===== config.mk =====
export PLATFORM = sky130hd
export DESIGN_NAME = sar_converter_control
export DESIGN_NICKNAME = d
export VERILOG_FILES = /design/src/rtl/sar_pkg.sv /design/src/rtl/sar_converter_control.sv
export SDC_FILE = /design/constraint.sdc
export NUM_CORES = 1
export LEC_CHECK = 0
export ABC_AREA = 1
export BUFFER_PORTS_ARGS = -buffer_cell sky130_fd_sc_hd__buf_4
export CAP_MARGIN = 20
export CORE_MARGIN = 5
export CORE_UTILIZATION = 54
export DETAILED_ROUTE_END_ITERATION = 6
export PLACE_DENSITY = 0.81
export SKIP_CTS_REPAIR_TIMING = 1
export SLEW_MARGIN = 20
export SYNTH_ARGS = -nofsm -noshare
export SYNTH_HDL_FRONTEND = slang
export SYNTH_SLANG_ARGS = --single-unit
export TNS_END_PERCENT = 10

===== constraint.sdc =====
create_clock -name ref_clk -period 2.9 [get_ports ref_clk]
set_input_delay 0.29 -clock ref_clk [delete_from_list [all_inputs] [get_ports ref_clk]]
set_output_delay 0.29 -clock ref_clk [all_outputs]
set_load 0.01 [all_outputs]

===== src/rtl/sar_pkg.sv =====
// Shared constants for the successive-approximation converter control block.
package sar_pkg;
  // ==========================================================================
  // Control and status bit layout
  // ==========================================================================
  localparam int CSR_CH_LSB = 0;
  localparam int CSR_CH_W = 4;
  localparam int CSR_ON = 5;
  localparam int CSR_SPEED = 6;
  localparam int CSR_EOC = 7;
  localparam logic [7:0] CSR_RESET = 8'h00;
  // ==========================================================================
  // Result layout and codes
  // ==========================================================================
  localparam int RES_BITS = 10;
  localparam int RES_HIGH_LSB = 2;
  localparam logic [9:0] RES_RESET = 10'h000;
  localparam logic [9:0] RES_FULL = 10'h3FF;
  localparam logic [9:0] RES_ZERO = 10'h000;
  // ==========================================================================
  // Channels and timing
  // ==========================================================================
  localparam int NUM_CH = 16;
  localparam int DIV_SLOW = 4;
  localparam int DIV_FAST = 2;
  localparam int SAMPLE_TICKS = 4;
  typedef enum {ST_IDLE, ST_SAMPLE, ST_CONVERT} sar_state_type;
endpackage


===== src/rtl/sar_converter_control.sv =====
// Control logic of a 10-bit successive-approximation converter with a 16-way input mux.
//
// Function
// - Route one of 16 analog inputs chosen by the 4-bit channel_select field.
// - Each conversion is a sampling phase then successive approximation to 10 bits.
// - Each completed 10-bit result is placed in the readable result registers.
// - With converter_on set, convert the selected channel continuously until cleared.
// - Set the done flag when a conversion ends and its result is stored.
// - Clear the done flag on a result_high read or any control write.
// - Results are not latched; each conversion overwrites both result registers.
// - A new channel selection aborts the conversion, clears done, restarts.
// - Input above the high reference gives full scale, FFh and 03h, no overflow.
// - Input below the low reference gives zero in both result registers.
// - Clearing converter_on disables the converter to save power.
// - Wait low-power mode has no effect on conversion.
// - Halt disables the converter; software waits stabilization_time after wake-up.
// - Analog use of a pin does not stop its digital level being read.
// - Converter clock is cpu_clock divided by 4, or by 2 when speed set.
// - result_high holds result bits 9 down to 2.
// - result_low holds result bits 1 and 0; bits 7 to 2 read zero.
`timescale 1ns/1ps
module sar_converter_control #(
  parameter int SAMPLE_CYC = sar_pkg::SAMPLE_TICKS,
  parameter int CHANNELS = sar_pkg::NUM_CH
) (
  input wire logic ref_clk,
  input wire logic rstn,
  input wire logic csr_wr,
  input wire logic [7:0] csr_wdata,
  input wire logic result_high_rd,
  input wire logic halt_mode,
  input wire logic comp_in,
  input wire logic [CHANNELS-1:0] pin_level,
  output logic [7:0] converter_control_status,
  output logic [7:0] result_high,
  output logic [7:0] result_low,
  output logic [3:0] channel_select,
  output logic converter_power,
  output logic converter_clock,
  output logic sample_hold,
  output logic [9:0] dac_code,
  output logic [CHANNELS-1:0] port_level
);
  // ==========================================================================
  // Declarations
  // ==========================================================================
  localparam int CW = $clog2(SAMPLE_CYC + 1);
  localparam int CONV_TICKS = SAMPLE_CYC + 2 * sar_pkg::RES_BITS;
  localparam logic [9:0] ONE = 10'h001;
  localparam logic [9:0] MSB = 10'h200;
  sar_pkg::sar_state_type st_q;
  logic eoc_q;
  logic speed_q;
  logic on_q;
  logic [3:0] ch_q;
  logic [9:0] res_q;
  logic [9:0] dac_q;
  logic [3:0] bit_q;
  logic phase_q;
  logic [CW-1:0] cnt_q;
  logic [1:0] div_q;
  logic clk_out_q;
  logic power_q;
  logic sh_q;
  logic comp_s1_q;
  logic comp_s2_q;
  logic [CHANNELS-1:0] pin_s1_q;
  logic [CHANNELS-1:0] pin_s2_q;
  logic on_next_w;
  logic run_w;
  logic chan_chg_w;
  logic tick_w;
  logic [1:0] lim_w;
  logic [9:0] onehot_w;
  logic [9:0] keep_w;
  logic done_w;
  logic [7:0] ticks_q;
  logic all_hi_q;
  logic all_lo_q;

  // ==========================================================================
  // Input synchronisers
  // ==========================================================================
  always_ff @(posedge ref_clk) begin
    if (!rstn) begin
      comp_s1_q <= 1'b0;
      comp_s2_q <= 1'b0;
    end else begin
      comp_s1_q <= comp_in;
      comp_s2_q <= comp_s1_q;
    end
  end

  // Pin levels stay readable as logic inputs whatever the mux selects.
  always_ff @(posedge ref_clk) begin
    if (!rstn) begin
      pin_s1_q <= '0;
      pin_s2_q <= '0;
    end else begin
      pin_s1_q <= pin_level;
      pin_s2_q <= pin_s1_q;
    end
  end

  // ==========================================================================
  // Control and status
  // ==========================================================================
  assign on_next_w = csr_wr ? csr_wdata[sar_pkg::CSR_ON] : on_q;
  // Besides converter_on, only halt gates the converter; wait mode is deliberately not an input.
  assign run_w = on_next_w && !halt_mode;
  assign chan_chg_w = csr_wr && (csr_wdata[sar_pkg::CSR_CH_LSB +: sar_pkg::CSR_CH_W] != ch_q);

  always_ff @(posedge ref_clk) begin
    if (!rstn) begin
      speed_q <= sar_pkg::CSR_RESET[sar_pkg::CSR_SPEED];
      on_q <= sar_pkg::CSR_RESET[sar_pkg::CSR_ON];
      ch_q <= sar_pkg::CSR_RESET[sar_pkg::CSR_CH_LSB +: sar_pkg::CSR_CH_W];
    end else if (csr_wr) begin
      speed_q <= csr_wdata[sar_pkg::CSR_SPEED];
      on_q <= csr_wdata[sar_pkg::CSR_ON];
      ch_q <= csr_wdata[sar_pkg::CSR_CH_LSB +: sar_pkg::CSR_CH_W];
    end
  end

  // A completion in the same cycle as a clear keeps the flag set.
  always_ff @(posedge ref_clk) begin
    if (!rstn) begin
      eoc_q <= sar_pkg::CSR_RESET[sar_pkg::CSR_EOC];
    end else if (done_w) begin
      eoc_q <= 1'b1;
    end else if (csr_wr || result_high_rd) begin
      eoc_q <= 1'b0;
    end
  end

  // ==========================================================================
  // Converter clock divider
  // ==========================================================================
  assign lim_w = speed_q ? 2'(sar_pkg::DIV_FAST - 1) : 2'(sar_pkg::DIV_SLOW - 1);
  assign tick_w = div_q >= lim_w;

  always_ff @(posedge ref_clk) begin
    if (!rstn || !run_w) begin
      div_q <= 2'h0;
      clk_out_q <= 1'b0;
    end else begin
      div_q <= tick_w ? 2'h0 : div_q + 2'h1;
      clk_out_q <= tick_w ? 1'b0 : (div_q >= (lim_w >> 1));
    end
  end

  // ==========================================================================
  // Successive approximation sequencer
  // ==========================================================================
  assign onehot_w = ONE << bit_q;
  assign keep_w = comp_s2_q ? dac_q : (dac_q & ~onehot_w);
  assign done_w = run_w && !chan_chg_w && st_q == sar_pkg::ST_CONVERT && tick_w && phase_q
                  && bit_q == 4'h0;

  always_ff @(posedge ref_clk) begin
    if (!rstn) begin
      st_q <= sar_pkg::ST_IDLE;
      cnt_q <= '0;
      bit_q <= 4'h0;
      phase_q <= 1'b0;
      dac_q <= sar_pkg::RES_RESET;
    end else if (!run_w) begin
      st_q <= sar_pkg::ST_IDLE;
      dac_q <= sar_pkg::RES_RESET;
    end else if (chan_chg_w || st_q == sar_pkg::ST_IDLE) begin
      st_q <= sar_pkg::ST_SAMPLE;
      cnt_q <= '0;
      phase_q <= 1'b0;
      dac_q <= sar_pkg::RES_RESET;
    end else if (tick_w) begin
      case (st_q)
        sar_pkg::ST_SAMPLE: begin
          if (cnt_q == CW'(SAMPLE_CYC - 1)) begin
            st_q <= sar_pkg::ST_CONVERT;
            bit_q <= 4'(sar_pkg::RES_BITS - 1);
            phase_q <= 1'b0;
            dac_q <= MSB;
          end else begin
            cnt_q <= cnt_q + CW'(1);
          end
        end
        sar_pkg::ST_CONVERT: begin
          phase_q <= !phase_q;
          if (phase_q) begin
            if (bit_q == 4'h0) begin
              st_q <= sar_pkg::ST_SAMPLE;
              cnt_q <= '0;
              dac_q <= sar_pkg::RES_RESET;
            end else begin
              bit_q <= bit_q - 4'h1;
              dac_q <= keep_w | (onehot_w >> 1);
            end
          end
        end
        default: begin
          st_q <= sar_pkg::ST_IDLE;
        end
      endcase
    end
  end

  // A comparator held high or low for every step yields full scale or zero.
  always_ff @(posedge ref_clk) begin
    if (!rstn) begin
      res_q <= sar_pkg::RES_RESET;
    end else if (done_w) begin
      res_q <= keep_w;
    end
  end

  always_ff @(posedge ref_clk) begin
    if (!rstn) begin
      power_q <= 1'b0;
      sh_q <= 1'b0;
    end else begin
      power_q <= run_w;
      sh_q <= run_w && st_q == sar_pkg::ST_SAMPLE;
    end
  end

  // ==========================================================================
  // Outputs; completion is polled only, there is no interrupt request
  // ==========================================================================
  assign converter_control_status = {eoc_q, speed_q, on_q, 1'b0, ch_q};
  assign result_high = res_q[9:sar_pkg::RES_HIGH_LSB];
  assign result_low = {6'h00, res_q[sar_pkg::RES_HIGH_LSB-1:0]};
  assign channel_select = ch_q;
  assign converter_power = power_q;
  assign converter_clock = clk_out_q;
  assign sample_hold = sh_q;
  assign dac_code = dac_q;
  assign port_level = pin_s2_q;

  // ==========================================================================
  // Checking helpers and assertions
  // ==========================================================================
  always_ff @(posedge ref_clk) begin
    if (!rstn || st_q == sar_pkg::ST_IDLE || chan_chg_w || done_w) begin
      ticks_q <= 8'h00;
      all_hi_q <= 1'b1;
      all_lo_q <= 1'b1;
    end else if (tick_w) begin
      ticks_q <= ticks_q + 8'h01;
      if (st_q == sar_pkg::ST_CONVERT && phase_q) begin
        all_hi_q <= all_hi_q && comp_s2_q;
        all_lo_q <= all_lo_q && !comp_s2_q;
      end
    end
  end
endmodule


==> results of run 1 <==
-- layer usage --
metal,track usage (%),vias to the layer above,share of wire (%)
met5,0,-,0
met4,8.93,0,1.1
met3,4.80,7,5.6
met2,32.4,63,51
met1,20.5,1242,43
li1,-,1445,-
-- logic make-up after synthesis --
logic type	after synthesis
adders and majority gates	9
xor gates and xnor gates	2
buffers and inverters	114
DFF	76
AOI/OAI and AO/OA	52
other	1
and+or+nand+nor	190
-- area by class of cell --
type | count | area (µm²) | area share [%]
sequential | 76 | 1520 | 37.7
clock inverter | 6 | 71.3 | 1.77
inverter | 89 | 335 | 8.32
clock buffer | 10 | 138 | 3.41
tap | 75 | 93.8 | 2.33
multi-input combinational | 260 | 1290 | 31.9
timing repair buffer | 78 | 586 | 14.5
-- critical path: cells and delay by family (launching register included) --
family | cells | cell delay (ns)
fa+ha+maj | 1 | 0.20
simple gates | 8 | 0.86
buf+inv | 2 | 0.37
flops | 1 | 0.33
-- worst min-delay path by stage --
stage | from | to | slack (ns)
final | pin_level[4] | pin_s1_q[4] | 0.12
after global placement | pin_s1_q[5] | port_level[5] | 0.39
after CTS | pin_level[13] | pin_s1_q[13] | 0.10
after global routing | pin_level[14] | pin_s1_q[14] | 0.12
after detailed placement | pin_s1_q[8] | port_level[8] | 0.40
after floorplan | comp_in | comp_s1_q | 0.39
-- layout by cell type (no fill, tap or decap), types with 3 or more instances in the layout --
| cell | instances |
|---|---|
| a21oi_1 | 25 |
| buf_4 | 78 |
| clkbuf_8 | 10 |
| conb_1 | 7 |
| dfxtp_1 | 76 |
| ha_1 | 9 |
| inv_1 | 88 |
| nand2_1 | 107 |
| nand2_2 | 4 |
| nand3_1 | 8 |
| nand4_1 | 3 |
| nor2_1 | 52 |
| nor2_4 | 3 |
| o21ai_0 | 12 |
| o22ai_1 | 6 |
| or2_1 | 3 |
-- through the flow --
step	cell area [µm²]	setup WS, ns
3_3_place_gp	3820	1.04
3_5_place_dp	3820	1.01
6_report	4030	1.01
4_1_cts	4030	1.01
5_1_grt	4030	0.769
2_1_floorplan	3310	1.34
-- flip-flops by register name, indices dropped and copies added (netlist names), 2 cells and up --
name            flops
cnt_q               3
res_q              10
bit_q               4
pin_s1_q           16
channel_select      4
dac_code           10
st_q                2
port_level         16
div_q               2
-- power groups by stage --
stage / Sequential (W) / Clock, W / Combinational (W)
final: 0.00109 / 0.000828 / 0.000160
after floorplan: 0.00112 / 0 / 0.0000958
after global placement: 0.00111 / 0 / 0.000156
after detailed placement: 0.00112 / 0 / 0.000162
after CTS: 0.00109 / 0.000854 / 0.000162
after global routing: 0.00110 / 0.000894 / 0.000182
==> results.json, run 1 <==
{
  "outcome": "complete, no violations",
  "worst_pin_slew_ns": 0.522,
  "drc": 0,
  "drv_slew": 0,
  "routedWlPerCell_um": 11.3,
  "hold_violations": 0,
  "relSlewSlack_pct": 65.2,
  "yosys-top-cells-count": "nand2_1 (107), inv_1 (88), dfxtp_1 (76), nor2_1 (52), a21oi_1 (25)",
  "synth_xor_area_share_pct": 0.532,
  "die_w_um": 88.1,
  "crit_path_max_incr_delay_ns": 0.33,
  "track_usage_pct": 18.4,
  "clk_latency_ns": 0.34,
  "finalSetupViolations": 0,
  "clockBufferDepth": 2,
  "total_power_w": 0.00208,
  "critPathRequiredTime_ns": 3.14,
  "crit_path_end_kind": "flop",
  "grt_overflow": 0,
  "fill_cells": 495,
  "synth_cell_type_count": 35,
  "syn_area_um2": 3290,
  "viasPerCell": 4.64,
  "num_rows": 28,
  "cp_cell_sequence": "inv_1 -> ha_1 -> nand2_2 -> nor2_2 -> nand2_1 -> nor4_4 -> nand2_2 -> inv_1 -> nand2_1 -> nand2_1 -> nor2_1",
  "hp-class": "in2reg",
  "final_util_pct": 68.1,
  "cts_buffers": 9,
  "fmax_mhz": 530,
  "synthArstFlopShare_pct": 0,
  "powerDensity_nw_per_um2": 515,
  "critPathMaxFanout": 16,
  "ff2ff_path_depth": 11,
  "ys_ff_latch": 76,
  "r2r-end": "res_q[0]",
  "path_common_cell": "nand2_1",
  "synthFlopType": "dfxtp_1",
  "synth_most_common_cell": "nand2_1",
  "cts_tree": "yes",
  "syn_inst": 444,
  "grt_pass1_vias": 2642,
  "switching_share_pct": 24.1,
  "crit_slowest_cell": "dfxtp_1",
  "synth_seq_area_share_pct": 46.2,
  "finalCritPeriodShare_pct": 65.1,
  "internal_power_w": 0.00158,
  "seqPwrFrac_pct": 52.5,
  "ir_drop_v": 0.000423,
  "grt_pass1_wl_um": 11200,
  "synth_mux_area_share_pct": 0,
  "clk_pin_slew_ns": 0.08,
  "grt_antenna_before_repair": 0,
  "routed_wl_um": 6740,
  "p_leak_nw": 2.18,
  "p_sw_w": 0.000502,
  "post-place-cells": 578,
  "critPathKind": "reg2reg",
  "crit_end": "res_q[0]",
  "io_buffers": 77,
  "critPathLaunch": "bit_q[0]",
  "gp_congestion": 0.892,
  "setup-tns-final_ns": 0,
  "syn_to_final_growth_pct": 22.5,
  "layout-drive-gt1-share_pct": 21.6,
  "fin_skew_ns": 0.00610,
  "num-nets-final": 553,
  "rsz0062_at_grt": "no",
  "min_path_cells": 3,
  "detailed_place_hpwl_um": 5010,
  "synth_top_area_share_pct": 46.2,
  "critPathLaunchType": "flop",
  "io_pins": 87,
  "ys_top_cells_by_area": "dfxtp_1 (46%), nand2_1 (12%), inv_1 (10%)",
  "num_vias": 2757,
  "num_antenna_cells": 0,
  "whs_ns": 0.122,
  "synthAdderAreaFrac_pct": 3.42,
  "synth_largest_area_cell": "dfxtp_1",
  "synthSimpleGateAreaFrac_pct": 25.2,
  "cts.sink_count": 76,
  "route.antenna.remaining_nets": 0,
  "r2r-start": "bit_q[0]",
  "power_frac_clock_pct": 39.8,
  "synth_top_family_by_area": "simple AND/OR/NAND/NOR gates",
  "crit_arrival_ns": 2.13,
  "fp.coreArea_um2": 5920,
  "synth_compound_area_share_pct": 9.12,
  "r2r_slack_ns": 1.01,
  "yosysWarnings": 0,
  "die-area_um2": 7760,
  "grt_max_degree": 55,
  "drv_cap": 0,
  "p_comb_share_pct": 7.7,
  "initial_core_util_pct": 55.6,
  "drt_pass1_iterations": 6,
  "syn_avg_cell_area_um2": 7.41,
  "clockRootBuffer": "clkbuf_8",
  "die_h_um": 88.1,
  "drt-initial-drc-count": 150,
  "htreeDepth": 3,
  "instances_no_fill": 594,
  "synth_edf_count": 0,
  "period_needed_ns": 1.89
}
No activity file was read; power rests on OpenSTA's default activity.
==> run 2: changes to the inputs <==
--- a/config.mk
+++ b/config.mk
@@ -9,9 +9,9 @@
 export BUFFER_PORTS_ARGS = -buffer_cell sky130_fd_sc_hd__buf_4
 export CAP_MARGIN = 20
 export CORE_MARGIN = 5
-export CORE_UTILIZATION = 54
+export CORE_UTILIZATION = 47
 export DETAILED_ROUTE_END_ITERATION = 6
-export PLACE_DENSITY = 0.81
+export PLACE_DENSITY = 0.75
 export SKIP_CTS_REPAIR_TIMING = 1
 export SLEW_MARGIN = 20
 export SYNTH_ARGS = -nofsm -noshare
==> constraint.sdc (replaced) <==
create_clock -name ref_clk -period 1.6 [get_ports ref_clk]
set_input_delay 0.16 -clock ref_clk [delete_from_list [all_inputs] [get_ports ref_clk]]
set_output_delay 0.16 -clock ref_clk [all_outputs]
set_load 0.01 [all_outputs]
==> results.json, run 2 (synthesis results as in run 1) <==
{
  "num-nets-final": 585,
  "power_frac_clock_pct": 36.9,
  "switching_share_pct": 26.2,
  "drt-initial-drc-count": 118,
  "placed_area_um2": 4000,
  "crit_path_end_kind": "flop",
  "crit_arrival_ns": 1.81,
  "drv_slew": 0,
  "grt_pass1_vias": 2677,
  "track_usage_pct": 16.2,
  "hp-class": "in2reg",
  "p_comb_share_pct": 9.0,
  "cts_buffers": 9,
  "ir_drop_v": 0.000492,
  "viasPerCell": 4.48,
  "wl_met3_um": 439,
  "fp.coreArea_um2": 6790,
  "wl_met1_um": 3040,
  "failed_checks": "hold timing",
  "fin_skew_ns": 0.00662,
  "design_area_um2": 4390,
  "highest_layer": "met4",
  "outcome": "finished, violations left",
  "internal_power_w": 0.00270,
  "grt_antenna_before_repair": 0,
  "routed_wl_um": 7200,
  "initial_core_util_pct": 48.5,
  "clockBufferDepth": 2,
  "num_rows": 30,
  "io_buffers": 77,
  "dp_slack_ns": -0.0764,
  "route.antenna.remaining_nets": 0,
  "layout-drive-gt1-share_pct": 28.5,
  "seqPwrFrac_pct": 54.1,
  "gp_congestion": 0.845,
  "io_pins": 87,
  "cts_tree": "yes",
  "grt_pass1_wl_um": 11600,
  "wl_met2_um": 3660,
  "num_antenna_cells": 0,
  "detailed_place_hpwl_um": 5270,
  "critPathRequiredTime_ns": 1.84,
  "drc": 0,
  "clockRootBuffer": "clkbuf_8",
  "routedWlPerCell_um": 11.1,
  "clk_latency_ns": 0.34,
  "critPathLaunchType": "flop",
  "rsz0062_at_grt": "yes",
  "powerDensity_nw_per_um2": 834,
  "crit_path_max_incr_delay_ns": 0.33,
  "drv_cap": 0,
  "grt_max_degree": 34,
  "critPathMaxFanout": 6,
  "whs_ns": -0.00440,
  "die_w_um": 93.7,
  "p_leak_nw": 2.33,
  "finalSetupViolations": 0,
  "p_sw_w": 0.000958,
  "cts.sink_count": 76,
  "layout_common_cells": "nand2_1 (102), buf_4 (98), inv_1 (84), dfxtp_1 (67), nor2_1 (52)",
  "grt_overflow": 0,
  "setup-tns-final_ns": 0,
  "setup_slack_ns": 0.0242,
  "final_common_cell": "nand2_1",
  "syn_to_final_growth_pct": 33.2,
  "period_needed_ns": 1.58,
  "num_vias": 2898,
  "htreeDepth": 3,
  "critPathKind": "reg2reg",
  "clk_pin_slew_ns": 0.08,
  "die-area_um2": 8780,
  "die_h_um": 93.7,
  "finalCritPeriodShare_pct": 98.5,
  "fmax_mhz": 635,
  "hold_violations": 2,
  "ff2ff_path_depth": 10,
  "crit_slowest_cell": "dfxtp_1",
  "drt_pass1_iterations": 4,
  "cp_cell_sequence": "inv_1 -> nor2_4 -> inv_1 -> nor2_4 -> o21ai_2 -> nand2_1 -> nor2_4 -> nand2_1 -> nand2_1 -> nor2_1",
  "min_path_cells": 3
}
## run 2: cell types whose count changed in the layout (fill, tap and decap cells not counted), sizes merged
cell / previous run / this run
buf: 78 / 100
bufinv: 1 / 0
clkbuf: 10 / 9
clkinvlp: 2 / 1
dlygate4sd3: 0 / 10
inv: 90 / 93
## run 2: path summary, 6_finish.rpt
kind / from / end / slack [ns]
worst max-delay path: st_q[1] / cnt_q[0] / 0.02
worst min-delay path: pin_level[15] / pin_s1_q[15] / -0.004
worst max register to register: st_q[1] / cnt_q[0] / 0.02
worst min register to register: pin_s1_q[11] / port_level[11] / 0.42
## run 2: worst max-delay path, delay by kind of cell, from the launching register on
| kind | cells | cell delay (ns) |
|---|---|---|
| simple gates | 7 | 0.60 |
| buf+inv | 2 | 0.36 |
| flops | 1 | 0.33 |
| compound gates | 1 | 0.18 |
## run 2: per-layer routing
layer  global-route usage, %  vias to the layer above
met3                    4.89                        8
met4                    4.69                        0
li1                        -                     1511
met2                    27.8                       76
met5                       0                        -
met1                    19.5                     1303
## run 2: layout make-up
type	instances	area (µm²)
inverters	89	335
well taps	96	120
clock buffers	9	124
clock inverters	7	56.3
multi-input cells	260	1370
flip-flops and latches	76	1530
fillers	611	2410
repair buffers	110	852
## run 2: power by group through the flow
stage / clock network, W / logic [W] / registers, W
detailed placement: 0 / 0.000305 / 0.00202
global placement: 0 / 0.000295 / 0.00202
floorplan: 0 / 0.000174 / 0.00203
finish: 0.00135 / 0.000329 / 0.00198
global route: 0.00148 / 0.000370 / 0.00199
CTS: 0.00139 / 0.000307 / 0.00198
## run 2: stage by stage
step                hold slack (ns)  cells  total power [W]  util [%]
finish                     -0.00440    647          0.00366      64.5
global route                0.00110    647          0.00384      64.5
CTS                         -0.0181    635          0.00367      61.5
detailed placement            0.344    619          0.00233      58.9
global placement              0.341    619          0.00231      58.9
floorplan                     0.258    450          0.00220         -
==> run 3: changes to the inputs <==
--- a/config.mk
+++ b/config.mk
@@ -6,12 +6,13 @@
 export NUM_CORES = 1
 export LEC_CHECK = 0
 export ABC_AREA = 1
-export BUFFER_PORTS_ARGS = -buffer_cell sky130_fd_sc_hd__buf_4
 export CAP_MARGIN = 20
 export CORE_MARGIN = 5
-export CORE_UTILIZATION = 47
+export CORE_UTILIZATION = 54
 export DETAILED_ROUTE_END_ITERATION = 6
-export PLACE_DENSITY = 0.75
+export DONT_BUFFER_PORTS = 1
+export HOLD_SLACK_MARGIN = 0.02
+export PLACE_DENSITY = 0.72
 export SKIP_CTS_REPAIR_TIMING = 1
 export SLEW_MARGIN = 20
 export SYNTH_ARGS = -nofsm -noshare
==> results.json, run 3 (synthesis results as in run 1) <==
{
  "initial_core_util_pct": 55.6,
  "grt_max_degree": 56,
  "fmax_mhz": 597,
  "r2r-start": "speed_q",
  "finalSetupViolations": 6,
  "drt_pass1_iterations": 4,
  "critPathKind": "reg2reg",
  "hold_violations": 0,
  "syn_to_final_growth_pct": 20.1,
  "io_buffers": 0,
  "critPathMaxFanout": 5,
  "cts.sink_count": 76,
  "outcome": "finished, violations left",
  "crit_path_end_kind": "flop",
  "die_h_um": 88.1,
  "fill_cells": 497,
  "final_util_pct": 66.8,
  "hold_end": "channel_select[0]",
  "min_path_cells": 2,
  "hp-class": "in2reg",
  "die_w_um": 88.1,
  "num_rows": 28,
  "route.antenna.remaining_nets": 0,
  "clk_pin_slew_ns": 0.07,
  "finalCritPeriodShare_pct": 105,
  "grt_overflow": 0,
  "layout_common_cells": "nand2_1 (103), inv_1 (84), dfxtp_1 (69), nor2_1 (50), a21oi_1 (25)",
  "cts_buffers": 9,
  "detailed_place_hpwl_um": 4580,
  "routed_wl_um": 7170,
  "layout-drive-gt1-share_pct": 16.7,
  "die-area_um2": 7760,
  "rsz0062_at_grt": "yes",
  "drt-initial-drc-count": 87,
  "cts_tree": "yes",
  "final_common_cell": "nand2_1",
  "fp.coreArea_um2": 5920,
  "r2r-end": "res_q[5]",
  "num_vias": 2704,
  "io_pins": 87,
  "placed_area_um2": 3410,
  "clockBufferDepth": 2,
  "grt_pass1_vias": 2390,
  "ff2ff_path_depth": 7,
  "p_leak_nw": 2.00,
  "fin_skew_ns": 0.00837,
  "hp-start": "csr_wr",
  "grt_pass1_wl_um": 10400,
  "crit_arrival_ns": 1.91,
  "drc": 0,
  "ir_drop_v": 0.000781,
  "htreeDepth": 3,
  "powerDensity_nw_per_um2": 929,
  "r2r_slack_ns": -0.07,
  "design_area_um2": 3950,
  "drv_cap": 0,
  "drv_slew": 0,
  "track_usage_pct": 17.0,
  "clk_latency_ns": 0.34,
  "routedWlPerCell_um": 12.7,
  "critPathRequiredTime_ns": 1.84,
  "num_antenna_cells": 0,
  "setup_slack_ns": -0.0738,
  "clockRootBuffer": "clkbuf_8",
  "num-nets-final": 525,
  "gp_congestion": 0.849,
  "failed_checks": "setup timing",
  "viasPerCell": 4.79,
  "critPathLaunchType": "flop",
  "grt_antenna_before_repair": 0,
  "period_needed_ns": 1.67
}
==> run 3: cell count changes in the layout (fill, tap and decap cells not counted), sizes merged <==
cell	previous run	this run
bufinv	0	1
buf	100	26
inv	93	89
clkinv	2	4
nand2	113	114
dlygate4sd3	10	23
==> run 3: through the flow <==
stage	power (W)	std cells	hold slack (ns)	setup TNS [ns]	worst slack (ns)
final	0.00367	565	0.00999	-0.290	-0.0738
after global routing	0.00383	565	0.00779	-1.75	-0.120
after CTS	0.00363	538	-0.116	-1.35	-0.121
after detailed placement	0.00221	523	0.255	-1.08	-0.116
after global placement	0.00220	523	0.253	-0.493	-0.0822
after floorplan	0.00220	450	0.258	0	0.0351
==> run 3: power breakdown <==
group / switching (W) / internal, W / leakage, nW
Clock: 0.000713 / 0.000714 / 0.0955
Combinational: 0.000140 / 0.000112 / 1.28
Sequential: 0.0000400 / 0.00195 / 0.625
==> run 3: worst max path at each step <==
stage             from          end  slack (ns)  cells after the start
2_1_floorplan  speed_q     bit_q[1]        0.04                     11
3_3_place_gp   speed_q  dac_code[8]       -0.08                     10
3_5_place_dp   speed_q     bit_q[1]       -0.12                     11
4_1_cts        speed_q     bit_q[1]       -0.12                     11
5_1_grt        speed_q     res_q[3]       -0.12                      8
6_report       speed_q     res_q[5]       -0.07                      7
==> run 3: worst max-delay path, stage by stage, from the launching register on <==
cell and delay [ns]:
dfxtp_4 0.37, ha_4 0.27, a21oi_4 0.06, nor4_4 0.34
nand2_2 0.18, buf_2 0.19, nor2_1 0.09, nor2_1 0.05
==> run 3: area by class of cell <==
class	count	area [µm²]	share of cell area, %
clock buffer	9	124	3.13
timing repair buffer	49	439	11.1
inverter	89	335	8.48
clock inverter	6	65.1	1.65
sequential	76	1530	38.8
multi-input combinational	261	1360	34.5
tap	75	93.8	2.37
==> run 3: per-layer routing <==
metal / vias up / global-route usage, % / wire, µm
li1: 1394 / - / -
met1: 1210 / 18.9 / 2830
met2: 83 / 30.0 / 3650
met3: 17 / 4.80 / 519
met4: 0 / 7.69 / 171
met5: - / 0 / 0
